[config.mk]
export PLATFORM = sky130hd
export DESIGN_NAME = msi_top
export DESIGN_NICKNAME = d
export VERILOG_FILES = /design/src/hdl/msi_pkg.sv /design/src/hdl/msi_top.sv
export VERILOG_INCLUDE_DIRS = /design/src /design/src/hdl
export SDC_FILE = /design/constraint.sdc
export NUM_CORES = 1
export LEC_CHECK = 0
export ABC_CLOCK_PERIOD_IN_PS = 3100
export BUFFER_PORTS_ARGS = -buffer_cell sky130_fd_sc_hd__buf_2
export CAP_MARGIN = 40
export CORE_UTILIZATION = 30
export CTS_BUF_LIST = sky130_fd_sc_hd__clkbuf_4 sky130_fd_sc_hd__clkbuf_8
export CTS_CLUSTER_SIZE = 8
export DETAILED_ROUTE_END_ITERATION = 12
export SLEW_MARGIN = 20
export SYNTH_ARGS = -nofsm -noshare
export SYNTH_HDL_FRONTEND = slang
export SYNTH_SLANG_ARGS = --single-unit
export TNS_END_PERCENT = 1
[constraint.sdc]
create_clock -name clk_sys -period 3.1 [get_ports clk_sys]
set_clock_uncertainty 0.05 [all_clocks]
set_input_delay 0.31 -clock clk_sys [delete_from_list [all_inputs] [get_ports clk_sys]]
set_output_delay 0.31 -clock clk_sys [all_outputs]
set_load 0.03 [all_outputs]
[src/hdl/msi_defs.svh]
`ifndef MSI_DEFS_SVH
`define MSI_DEFS_SVH
// register word addresses (byte address = index * 4)
`define MSI_ADDR_TXQP 6'h07
`define MSI_ADDR_RSR 6'h08
`define MSI_ADDR_ISR 6'h09
`define MSI_ADDR_IER 6'h0a
`define MSI_ADDR_IDR 6'h0b
`define MSI_ADDR_IMR 6'h0c
// receive status field positions
`define MSI_RS_NOBUF 0
`define MSI_RS_STORED 1
`define MSI_RS_OVERRUN 2
// interrupt bit positions
`define MSI_IRQ_MGMT 0
`define MSI_IRQ_RX_DONE 1
`define MSI_IRQ_RX_USED 2
`define MSI_IRQ_TX_USED 3
`define MSI_IRQ_TX_UNDER 4
`define MSI_IRQ_RETRY 5
`define MSI_IRQ_TX_EXHAUST 6
`define MSI_IRQ_TX_DONE 7
`define MSI_IRQ_RX_OVERRUN 10
`define MSI_IRQ_BUS_ERR 11
`define MSI_IRQ_PAUSE_RX 12
`define MSI_IRQ_PAUSE_ZERO 13
// implemented interrupt bits and reset values
`define MSI_IRQ_IMPL 14'h3cff
`define MSI_MASK_RESET 14'h3cff
`define MSI_TXQP_RESET 32'h0000_0000
`endif

[src/hdl/msi_pkg.sv]
package msi_pkg;
	typedef logic [13:0] msi_irq_t;
	typedef enum logic [1:0] {
		MSI_IDLE = 2'b00,
		MSI_ANSWER = 2'b01
	} msi_bus_state_t;
endpackage : msi_pkg

[src/hdl/msi_top.sv]
// The register offsets and the Avalon-MM register port are this design's own decisions.
`timescale 1ns/1ns
`default_nettype none
`include "msi_defs.svh"
module msi_top (
	// clock and reset
	input wire logic clk_sys,
	input wire logic reset_n,
	// avalon-mm slave
	input wire logic [5:0] avs_address,
	input wire logic avs_read,
	input wire logic avs_write,
	input wire logic [31:0] avs_writedata,
	input wire logic [3:0] avs_byteenable,
	output logic [31:0] avs_readdata,
	output logic avs_waitrequest,
	// event strobes from dma, management and pause logic
	input wire logic ev_mgmt_done,
	input wire logic ev_rx_stored,
	input wire logic ev_rx_used_bit,
	input wire logic ev_rx_fetch_fail,
	input wire logic ev_rx_overrun,
	input wire logic ev_tx_used_bit,
	input wire logic ev_tx_underrun,
	input wire logic ev_retry_limit,
	input wire logic ev_tx_exhausted,
	input wire logic ev_tx_complete,
	input wire logic ev_bus_error,
	input wire logic ev_pause_rx,
	input wire logic ev_pause_zero,
	// tx dma pointer interface
	input wire logic [31:0] tx_frame_start,
	input wire logic tx_frame_start_valid,
	output logic [31:0] tx_queue_pointer,
	output logic tx_queue_load,
	// rx dma retry request
	input wire logic rx_frame_start,
	output logic rx_pointer_reread,
	// interrupt
	output logic irq
);

////////////////////////////////////////////////////////////////////////
// reset release
logic rst_meta;
logic rst_n;
always_ff @(posedge clk_sys or negedge reset_n) begin
	if (!reset_n) begin
		rst_meta <= 1'b0;
		rst_n <= 1'b0;
	end else begin
		rst_meta <= 1'b1;
		rst_n <= rst_meta;
	end
end

////////////////////////////////////////////////////////////////////////
// bus slave: one wait cycle, answer on second edge
msi_pkg::msi_bus_state_t bus_state;
msi_pkg::msi_bus_state_t next_bus_state;
wire bus_req = avs_read | avs_write;
wire bus_take = (bus_state == msi_pkg::MSI_ANSWER) & bus_req;
wire wr_take = bus_take & avs_write;
// read side effects at the capture edge, so no event slips between capture and answer
wire rd_take = (bus_state == msi_pkg::MSI_IDLE) & avs_read;
wire lo_lane = avs_byteenable[0];
wire hi_lane = avs_byteenable[1];
wire hit_txqp = avs_address == `MSI_ADDR_TXQP;
wire hit_rsr = avs_address == `MSI_ADDR_RSR;
wire hit_isr = avs_address == `MSI_ADDR_ISR;
wire hit_ier = avs_address == `MSI_ADDR_IER;
wire hit_idr = avs_address == `MSI_ADDR_IDR;
wire hit_imr = avs_address == `MSI_ADDR_IMR;

function automatic msi_pkg::msi_irq_t lane_bits(input logic [31:0] d, input logic b0, input logic b1);
	lane_bits = {d[13:8] & {6{b1}}, d[7:0] & {8{b0}}} & `MSI_IRQ_IMPL;
endfunction : lane_bits

always_comb begin
	case (bus_state)
		msi_pkg::MSI_IDLE: next_bus_state = bus_req ? msi_pkg::MSI_ANSWER : msi_pkg::MSI_IDLE;
		msi_pkg::MSI_ANSWER: next_bus_state = msi_pkg::MSI_IDLE;
		default: next_bus_state = msi_pkg::MSI_IDLE;
	endcase
end

always_ff @(posedge clk_sys or negedge rst_n) begin
	if (!rst_n) begin
		bus_state <= msi_pkg::MSI_IDLE;
	end else begin
		bus_state <= next_bus_state;
	end
end

wire next_wait = ~(next_bus_state == msi_pkg::MSI_ANSWER);
always_ff @(posedge clk_sys or negedge rst_n) begin
	if (!rst_n) begin
		avs_waitrequest <= 1'b1;
	end else begin
		avs_waitrequest <= next_wait;
	end
end

////////////////////////////////////////////////////////////////////////
// transmit queue pointer
wire txqp_wr = wr_take & hit_txqp;
logic [31:0] next_txqp;
assign next_txqp = txqp_wr ? avs_writedata : tx_frame_start;
always_ff @(posedge clk_sys or negedge rst_n) begin
	if (!rst_n) begin
		tx_queue_pointer <= `MSI_TXQP_RESET;
		tx_queue_load <= 1'b0;
	end else begin
		if (txqp_wr | tx_frame_start_valid) begin
			tx_queue_pointer <= next_txqp;
		end
		tx_queue_load <= txqp_wr;
	end
end

////////////////////////////////////////////////////////////////////////
// receive status, write one to clear, set wins
logic [2:0] receive_status;
logic rx_retry_pending;
wire [2:0] rs_set = {ev_rx_overrun, ev_rx_stored, ev_rx_fetch_fail};
wire [2:0] rs_clr = (wr_take & hit_rsr & lo_lane) ? avs_writedata[2:0] : 3'h0;
always_ff @(posedge clk_sys or negedge rst_n) begin
	if (!rst_n) begin
		receive_status <= 3'h0;
	end else begin
		receive_status <= rs_set | (receive_status & ~rs_clr);
	end
end

wire next_retry = ev_rx_fetch_fail | (rx_retry_pending & ~ev_rx_stored);
always_ff @(posedge clk_sys or negedge rst_n) begin
	if (!rst_n) begin
		rx_retry_pending <= 1'b0;
		rx_pointer_reread <= 1'b0;
	end else begin
		rx_retry_pending <= next_retry;
		rx_pointer_reread <= rx_retry_pending & rx_frame_start;
	end
end

////////////////////////////////////////////////////////////////////////
// interrupt status, mask and output
msi_pkg::msi_irq_t interrupt_status;
msi_pkg::msi_irq_t interrupt_mask;
msi_pkg::msi_irq_t irq_set;
assign irq_set = {
	ev_pause_zero,
	ev_pause_rx,
	ev_bus_error,
	ev_rx_overrun,
	2'h0,
	ev_tx_complete,
	ev_tx_exhausted,
	ev_retry_limit,
	ev_tx_underrun | txqp_wr,
	ev_tx_used_bit,
	ev_rx_used_bit,
	ev_rx_stored,
	ev_mgmt_done
};

wire isr_rd = rd_take & hit_isr;
wire msi_pkg::msi_irq_t isr_keep = isr_rd ? 14'h0000 : interrupt_status;
wire msi_pkg::msi_irq_t next_isr = irq_set | isr_keep;
wire msi_pkg::msi_irq_t en_bits = (wr_take & hit_ier) ? lane_bits(avs_writedata, lo_lane, hi_lane) : 14'h0000;
wire msi_pkg::msi_irq_t dis_bits = (wr_take & hit_idr) ? lane_bits(avs_writedata, lo_lane, hi_lane) : 14'h0000;
wire msi_pkg::msi_irq_t next_mask = (interrupt_mask & ~en_bits) | dis_bits;
wire next_irq = |(next_isr & ~next_mask);

always_ff @(posedge clk_sys or negedge rst_n) begin
	if (!rst_n) begin
		interrupt_status <= 14'h0000;
		interrupt_mask <= `MSI_MASK_RESET;
		irq <= 1'b0;
	end else begin
		interrupt_status <= next_isr;
		interrupt_mask <= next_mask;
		irq <= next_irq;
	end
end

////////////////////////////////////////////////////////////////////////
// read data
logic [31:0] rd_mux;
always_comb begin
	rd_mux = 32'h0000_0000;
	if (hit_txqp) begin
		rd_mux = tx_queue_pointer;
	end else if (hit_rsr) begin
		rd_mux = {29'h0, receive_status};
	end else if (hit_isr) begin
		rd_mux = {18'h0, interrupt_status};
	end else if (hit_imr) begin
		rd_mux = {18'h0, interrupt_mask};
	end
end

always_ff @(posedge clk_sys or negedge rst_n) begin
	if (!rst_n) begin
		avs_readdata <= 32'h0000_0000;
	end else if (rd_take) begin
		avs_readdata <= rd_mux;
	end
end

////////////////////////////////////////////////////////////////////////
// checks
// mask register
mask_write_a: assert property (@(posedge clk_sys) disable iff (!rst_n)
	(wr_take && hit_ier && lo_lane && avs_writedata[0]) |=> !interrupt_mask[0])
	else $error("enable write did not unmask bit 0");

mask_disable_a: assert property (@(posedge clk_sys) disable iff (!rst_n)
	(wr_take && hit_idr && hi_lane && avs_writedata[13]) |=> interrupt_mask[13])
	else $error("disable write did not mask bit 13");

enable_high_a: assert property (@(posedge clk_sys) disable iff (!rst_n)
	(wr_take && hit_ier && hi_lane && avs_writedata[13]) |=> !interrupt_mask[13])
	else $error("enable write did not unmask bit 13");

disable_low_a: assert property (@(posedge clk_sys) disable iff (!rst_n)
	(wr_take && hit_idr && lo_lane && avs_writedata[0]) |=> interrupt_mask[0])
	else $error("disable write did not mask bit 0");

mask_keep_a: assert property (@(posedge clk_sys) disable iff (!rst_n)
	!(wr_take && (hit_ier || hit_idr)) |=> $stable(interrupt_mask))
	else $error("mask changed without write");

mask_lane_a: assert property (@(posedge clk_sys) disable iff (!rst_n)
	(wr_take && hit_ier && !lo_lane) |=> interrupt_mask[7:0] == $past(interrupt_mask[7:0]))
	else $error("disabled lane changed the mask");

mask_gap_a: assert property (@(posedge clk_sys) disable iff (!rst_n)
	interrupt_mask[9:8] == 2'h0)
	else $error("unused mask bits set");

mask_read_a: assert property (@(posedge clk_sys) disable iff (!rst_n)
	(rd_take && hit_imr) |=> avs_readdata == {18'h0, $past(interrupt_mask)})
	else $error("mask read data wrong");

// interrupt status register
isr_clear_a: assert property (@(posedge clk_sys) disable iff (!rst_n)
	(isr_rd && irq_set == 14'h0000) |=> interrupt_status == 14'h0000)
	else $error("status not cleared by read");

isr_set_wins_a: assert property (@(posedge clk_sys) disable iff (!rst_n)
	isr_rd |=> interrupt_status == $past(irq_set))
	else $error("event lost at status read");

isr_sticky_a: assert property (@(posedge clk_sys) disable iff (!rst_n)
	!isr_rd |=> (interrupt_status & $past(interrupt_status)) == $past(interrupt_status))
	else $error("status bit dropped without read");

isr_gap_a: assert property (@(posedge clk_sys) disable iff (!rst_n)
	interrupt_status[9:8] == 2'h0)
	else $error("unused status bits set");

isr_read_a: assert property (@(posedge clk_sys) disable iff (!rst_n)
	(rd_take && hit_isr) |=> avs_readdata == {18'h0, $past(interrupt_status)})
	else $error("status read data wrong");

// per source set
mgmt_set_a: assert property (@(posedge clk_sys) disable iff (!rst_n)
	ev_mgmt_done |=> interrupt_status[`MSI_IRQ_MGMT])
	else $error("management done bit not set");

rx_done_set_a: assert property (@(posedge clk_sys) disable iff (!rst_n)
	ev_rx_stored |=> interrupt_status[`MSI_IRQ_RX_DONE])
	else $error("receive complete bit not set");

rx_used_set_a: assert property (@(posedge clk_sys) disable iff (!rst_n)
	ev_rx_used_bit |=> interrupt_status[`MSI_IRQ_RX_USED])
	else $error("receive used bit not set");

tx_used_set_a: assert property (@(posedge clk_sys) disable iff (!rst_n)
	ev_tx_used_bit |=> interrupt_status[`MSI_IRQ_TX_USED])
	else $error("transmit used bit not set");

tx_under_set_a: assert property (@(posedge clk_sys) disable iff (!rst_n)
	ev_tx_underrun |=> interrupt_status[`MSI_IRQ_TX_UNDER])
	else $error("underrun bit not set");

retry_set_a: assert property (@(posedge clk_sys) disable iff (!rst_n)
	ev_retry_limit |=> interrupt_status[`MSI_IRQ_RETRY])
	else $error("retry limit bit not set");

tx_exhaust_set_a: assert property (@(posedge clk_sys) disable iff (!rst_n)
	ev_tx_exhausted |=> interrupt_status[`MSI_IRQ_TX_EXHAUST])
	else $error("exhausted bit not set");

tx_done_set_a: assert property (@(posedge clk_sys) disable iff (!rst_n)
	ev_tx_complete |=> interrupt_status[`MSI_IRQ_TX_DONE])
	else $error("transmit complete bit not set");

bus_err_set_a: assert property (@(posedge clk_sys) disable iff (!rst_n)
	ev_bus_error |=> interrupt_status[`MSI_IRQ_BUS_ERR])
	else $error("bus error bit not set");

pause_rx_set_a: assert property (@(posedge clk_sys) disable iff (!rst_n)
	ev_pause_rx |=> interrupt_status[`MSI_IRQ_PAUSE_RX])
	else $error("pause received bit not set");

pause_zero_set_a: assert property (@(posedge clk_sys) disable iff (!rst_n)
	ev_pause_zero |=> interrupt_status[`MSI_IRQ_PAUSE_ZERO])
	else $error("pause zero bit not set");

ovr_irq_a: assert property (@(posedge clk_sys) disable iff (!rst_n)
	ev_rx_overrun |=> (interrupt_status[`MSI_IRQ_RX_OVERRUN] && receive_status[`MSI_RS_OVERRUN]))
	else $error("overrun bits not both set");

// receive status
rsr_set_wins_a: assert property (@(posedge clk_sys) disable iff (!rst_n)
	ev_rx_fetch_fail |=> receive_status[`MSI_RS_NOBUF])
	else $error("buffer unavailable flag lost");

rsr_hold_a: assert property (@(posedge clk_sys) disable iff (!rst_n)
	(receive_status[`MSI_RS_STORED] && !(wr_take && hit_rsr)) |=> receive_status[`MSI_RS_STORED])
	else $error("frame stored flag dropped");

rs_no_set_a: assert property (@(posedge clk_sys) disable iff (!rst_n)
	(wr_take && hit_rsr) |=> (receive_status & ~$past(receive_status) & ~$past(rs_set)) == 3'h0)
	else $error("status write set a flag");

rs_clear_a: assert property (@(posedge clk_sys) disable iff (!rst_n)
	(wr_take && hit_rsr && lo_lane && avs_writedata[1] && !ev_rx_stored) |=> !receive_status[`MSI_RS_STORED])
	else $error("frame stored flag not cleared");

nobuf_clear_a: assert property (@(posedge clk_sys) disable iff (!rst_n)
	(wr_take && hit_rsr && lo_lane && avs_writedata[0] && !ev_rx_fetch_fail) |=> !receive_status[`MSI_RS_NOBUF])
	else $error("buffer unavailable flag not cleared");

ovr_clear_a: assert property (@(posedge clk_sys) disable iff (!rst_n)
	(wr_take && hit_rsr && lo_lane && avs_writedata[2] && !ev_rx_overrun) |=> !receive_status[`MSI_RS_OVERRUN])
	else $error("overrun flag not cleared");

// pointer, retry and output
txqp_tx_underrun_irq_a: assert property (@(posedge clk_sys) disable iff (!rst_n)
	txqp_wr |=> (interrupt_status[`MSI_IRQ_TX_UNDER] && tx_queue_pointer == $past(avs_writedata)))
	else $error("pointer write effects missing");

txqp_dma_a: assert property (@(posedge clk_sys) disable iff (!rst_n)
	(tx_frame_start_valid && !txqp_wr) |=> tx_queue_pointer == $past(tx_frame_start))
	else $error("pointer not loaded from dma");

txqp_load_a: assert property (@(posedge clk_sys) disable iff (!rst_n)
	txqp_wr |=> tx_queue_load)
	else $error("load pulse missing");

load_quiet_a: assert property (@(posedge clk_sys) disable iff (!rst_n)
	!txqp_wr |=> !tx_queue_load)
	else $error("load pulse without write");

irq_out_a: assert property (@(posedge clk_sys) disable iff (!rst_n)
	irq == |(interrupt_status & ~interrupt_mask))
	else $error("interrupt output mismatch");

reread_a: assert property (@(posedge clk_sys) disable iff (!rst_n)
	(rx_retry_pending && rx_frame_start) |=> rx_pointer_reread)
	else $error("pointer reread missing");

reread_quiet_a: assert property (@(posedge clk_sys) disable iff (!rst_n)
	(!rx_retry_pending || !rx_frame_start) |=> !rx_pointer_reread)
	else $error("reread without pending failure");

retry_clear_a: assert property (@(posedge clk_sys) disable iff (!rst_n)
	(ev_rx_stored && !ev_rx_fetch_fail) |=> !rx_retry_pending)
	else $error("retry pending not cleared");

endmodule : msi_top
`default_nettype wire

==> run_results.csv <==
group,metric,value,unit
placement,dp_hpwl,9680,µm
yosys,synth_cells,449,
worst_setup_path,critical_path_required,3.31,ns
route,vias_per_cell,5.00,
worst_setup_path,start_kind,"register",
route,finalWirelength,13100,µm
min_path,hold_depth,3,
yosys,avgSynthCellArea,10.2,µm²
min_path,hp-class,"in2reg",
placement,io_buffers,158,
job,drv_cap,0,
worst_setup_path,cp_top_family,"simple AND/OR/NAND/NOR gates",
timing,period_needed,2.27,ns
worst_setup_path,cp.arrival,2.48,ns
route,initialDrtViolationCount,254,
die,coreArea,14700,µm²
global_route,grt_pass1_wl,21200,µm
cells_and_area,layout-drive-gt1-share,36.8,%
die,ios,161,
cells_and_area,area_delta_synth_final,27.4,%
power,leakage,2.85,nW
global_route,grt_pass1_vias,3915,
cts,insertion_delay,0.37,ns
cts,clock_sinks,101,
die,die_y,126,µm
placement,dp.cells,772,
route,via_count,3943,
timing,clock.fmax,440,MHz
cts,clk_pin_slew_worst_paths,0.10,ns
worst_setup_path,cp_max_fo,17,
worst_setup_path,cpPeakStageDelay,0.52,ns
timing,hold_viol,0,
yosys,synth_area_leaders,"dfrtp_1, nand2_1, dfstp_2, mux2i_1, o21ai_0",
yosys,syn_area,4580,µm²
worst_setup_path,cp_num_buf_inv,0,
route,drc,11,
cells_and_area,finalNonFillerCells,788,
cts,cts_buffer_depth,2,
timing,grt_setup_unrepaired,"false",
die,rows,44,
cts,cts-root-buf,"clkbuf_8",
cts,cts_tree,"built",
global_route,grt_overflow,0,
die,dieArea,15800,µm²
timing,period_share,73.4,%
power,ir_drop,284,µV
timing,setup_viol_count_final,0,
die,initial_utilization,31.1,%
cells_and_area,n_antenna_cell,0,
yosys,yosysWarningCount,0,
worst_setup_path,cp_cell_sequence,"nor2b_4 -> nand3_2 -> a21oi_1 -> o2111ai_1 -> or4_1",
placement,place.gp.congestion,0.781,
yosys,syn-num-nets,542,
timing,slew_headroom,59.9,%
global_route,track_usage,17.5,%
yosys,yosys.area.top_type,"dfrtp_1",
timing,final_max_slew_viol_count,0,
cts,cts_made_buffers,9,
worst_setup_path,crit_slowest_cell,"or4_1",
cts,htree_levels,3,
global_route,antenna_found_initial,0,
yosys,yosys.cell_types.count,47,
yosys,ys_seq_area_share,55.6,%
worst_setup_path,end_kind,"register",
worst_setup_path,crit_type,"reg2reg",
worst_setup_path,cp_num_cells,5,
status,violations,"DRC",
route,post_drt_wl_per_cell,16.6,µm
global_route,grt_max_degree,62,
yosys,synth_seq_cells,101,
timing,setup-tns-final,0,ns
yosys,yosysTopAreaCellShare,48.1,%
worst_setup_path,worst_r2r_path_depth,5,
route,antenna_left,0,
die,chipWidth,126,µm
status,status,"finished with violations",
timing,worst_pin_slew,0.600,ns
route,firstDrtPassIters,9,
power,pwr_density_cell,501,nW/µm²
cells_and_area,nNetsFinal,693,
[stage by stage]
stage / total power [mW] / instance area, µm² / util (%) / hold slack (ns) / setup WS (ns)
global route: 3.07 / 5830 / 39.6 / 0.0543 / 0.636
floorplan: 1.76 / 4580 / - / -0.0356 / 0.0509
CTS: 2.97 / 5830 / 39.6 / 0.0543 / 0.805
global placement: 1.96 / 5570 / 37.9 / 0.0455 / 0.660
detailed placement: 1.97 / 5590 / 38.0 / 0.0470 / 0.643
finish: 2.92 / 5830 / 39.6 / 0.0817 / 0.826
[cells in the mapped netlist, drive strengths merged]
cell type	n
buf	14
conb	1
nor4	1
nor3	3
nor4b	1
nor2	8
a221oi	2
mux2i	32
dfrtp	88
o31ai	8
and2	4
o211ai	8
clkbuf	17
dfstp	13
a222oi	12
or4b	1
a21o	4
nand2b	1
a311oi	1
nand4b	1
o2111ai	3
a21oi	4
or4	1
or2	9
mux2	3
a31oi	11
a31o	1
and4	4
nand3	23
nand2	92
a211o	1
inv	23
o221ai	1
o21ai	42
nand4	9
nor2b	1
and3b	1
[where the power goes]
group | internal [mW] | total [mW] | switching, mW
Sequential | 1.40 | 1.47 | 0.0652
Clock | 0.538 | 0.985 | 0.447
Combinational | 0.159 | 0.471 | 0.311
Total | 2.10 | 2.92 | 0.823
[tightest hold or removal path, delay by kind of cell]
| kind | cells | cell delay, ns |
|---|---|---|
| AOI/OAI and AO/OA | 1 | 0.06 |
| and+or+nand+nor | 1 | 0.03 |
| buffers and inverters | 1 | 0.08 |
[logic make-up after synthesis]
| group | share of synthesized area [%] |
|---|---|
| AND/OR/NAND/NOR | 17.2 |
| buffers and inverters | 5.00 |
| other | 0.0820 |
| AO/OA/AOI/OAI | 14.4 |
| flip-flops | 55.6 |
| multiplexers | 7.74 |
[sequential cells by signal, summed over array words and instances (netlist names)]
| signal | cells |
|---|---|
| receive_status | 3 |
| rst_n | 1 |
| tx_queue_pointer | 32 |
| tx_queue_load | 1 |
| rst_meta | 1 |
| rx_pointer_reread | 1 |
| bus_state | 1 |
| interrupt_mask | 12 |
| rx_retry_pending | 1 |
| irq | 1 |
| interrupt_status | 14 |
| avs_readdata | 32 |
| avs_waitrequest | 1 |
[metal layers]
metal | vias to the layer above | GRT usage (%) | share of wire (%)
met4 | 0 | 6.10 | 1.6
li1 | 1895 | - | -
met5 | - | 0 | 0
met3 | 11 | 4.45 | 6.0
met2 | 135 | 27.1 | 46
met1 | 1902 | 23.7 | 46
[area by class of cell]
| class | instances | area (µm²) |
|---|---|---|
| well taps | 184 | 230 |
| inverters | 23 | 86.3 |
| flip-flops and latches | 101 | 2550 |
| clock buffers | 10 | 131 |
| multi-input cells | 294 | 1820 |
| clock inverters | 5 | 100 |
| repair buffers | 171 | 911 |
| fillers | 1507 | 8870 |
[worst paths after layout]
check | to | slack (ns) | start
setup reg to reg | irq$_DFF_PN0_ | 0.83 | bus_state[0]$_DFF_PN0_
setup / recovery | irq$_DFF_PN0_ | 0.83 | bus_state[0]$_DFF_PN0_
hold / removal | tx_queue_pointer[30]$_DFFE_PN0P_ | 0.08 | avs_writedata[30]
max in group asynchronous | interrupt_mask[12]$_DFF_PN1_ | 1.97 | rst_n$_DFF_PN0_
hold reg to reg | avs_readdata[29]$_DFFE_PN0P_ | 0.25 | rst_n$_DFF_PN0_
min in group asynchronous | rst_n$_DFF_PN0_ | 0.19 | reset_n
[timing repair]
item	CTS	global route
setup buffers	0	0
endpoints found under the hold margin	2	0
hold buffers	1	0
resized for setup	0	0
[cell usage in the layout, fill, tap and decap left out, types with 7 or more instances in the layout]
| master | netlist | final |
|---|---|---|
| buf_2 | 9 | 158 |
| nand2_1 | 92 | 92 |
| dfrtp_1 | 88 | 87 |
| o21ai_0 | 32 | 32 |
| mux2i_1 | 32 | 32 |
| inv_1 | 23 | 23 |
| nand3_1 | 21 | 21 |
| dfstp_2 | 13 | 13 |
| a222oi_1 | 12 | 12 |
| a31oi_1 | 11 | 11 |
| o21ai_1 | 10 | 10 |
| buf_4 | 1 | 10 |
| or2_2 | 9 | 9 |
| clkbuf_8 | 0 | 9 |
| nand4_1 | 8 | 8 |
| nor2_1 | 8 | 8 |
| o211ai_1 | 8 | 8 |
| o31ai_1 | 7 | 7 |
Power figures use the tool's default switching activity.
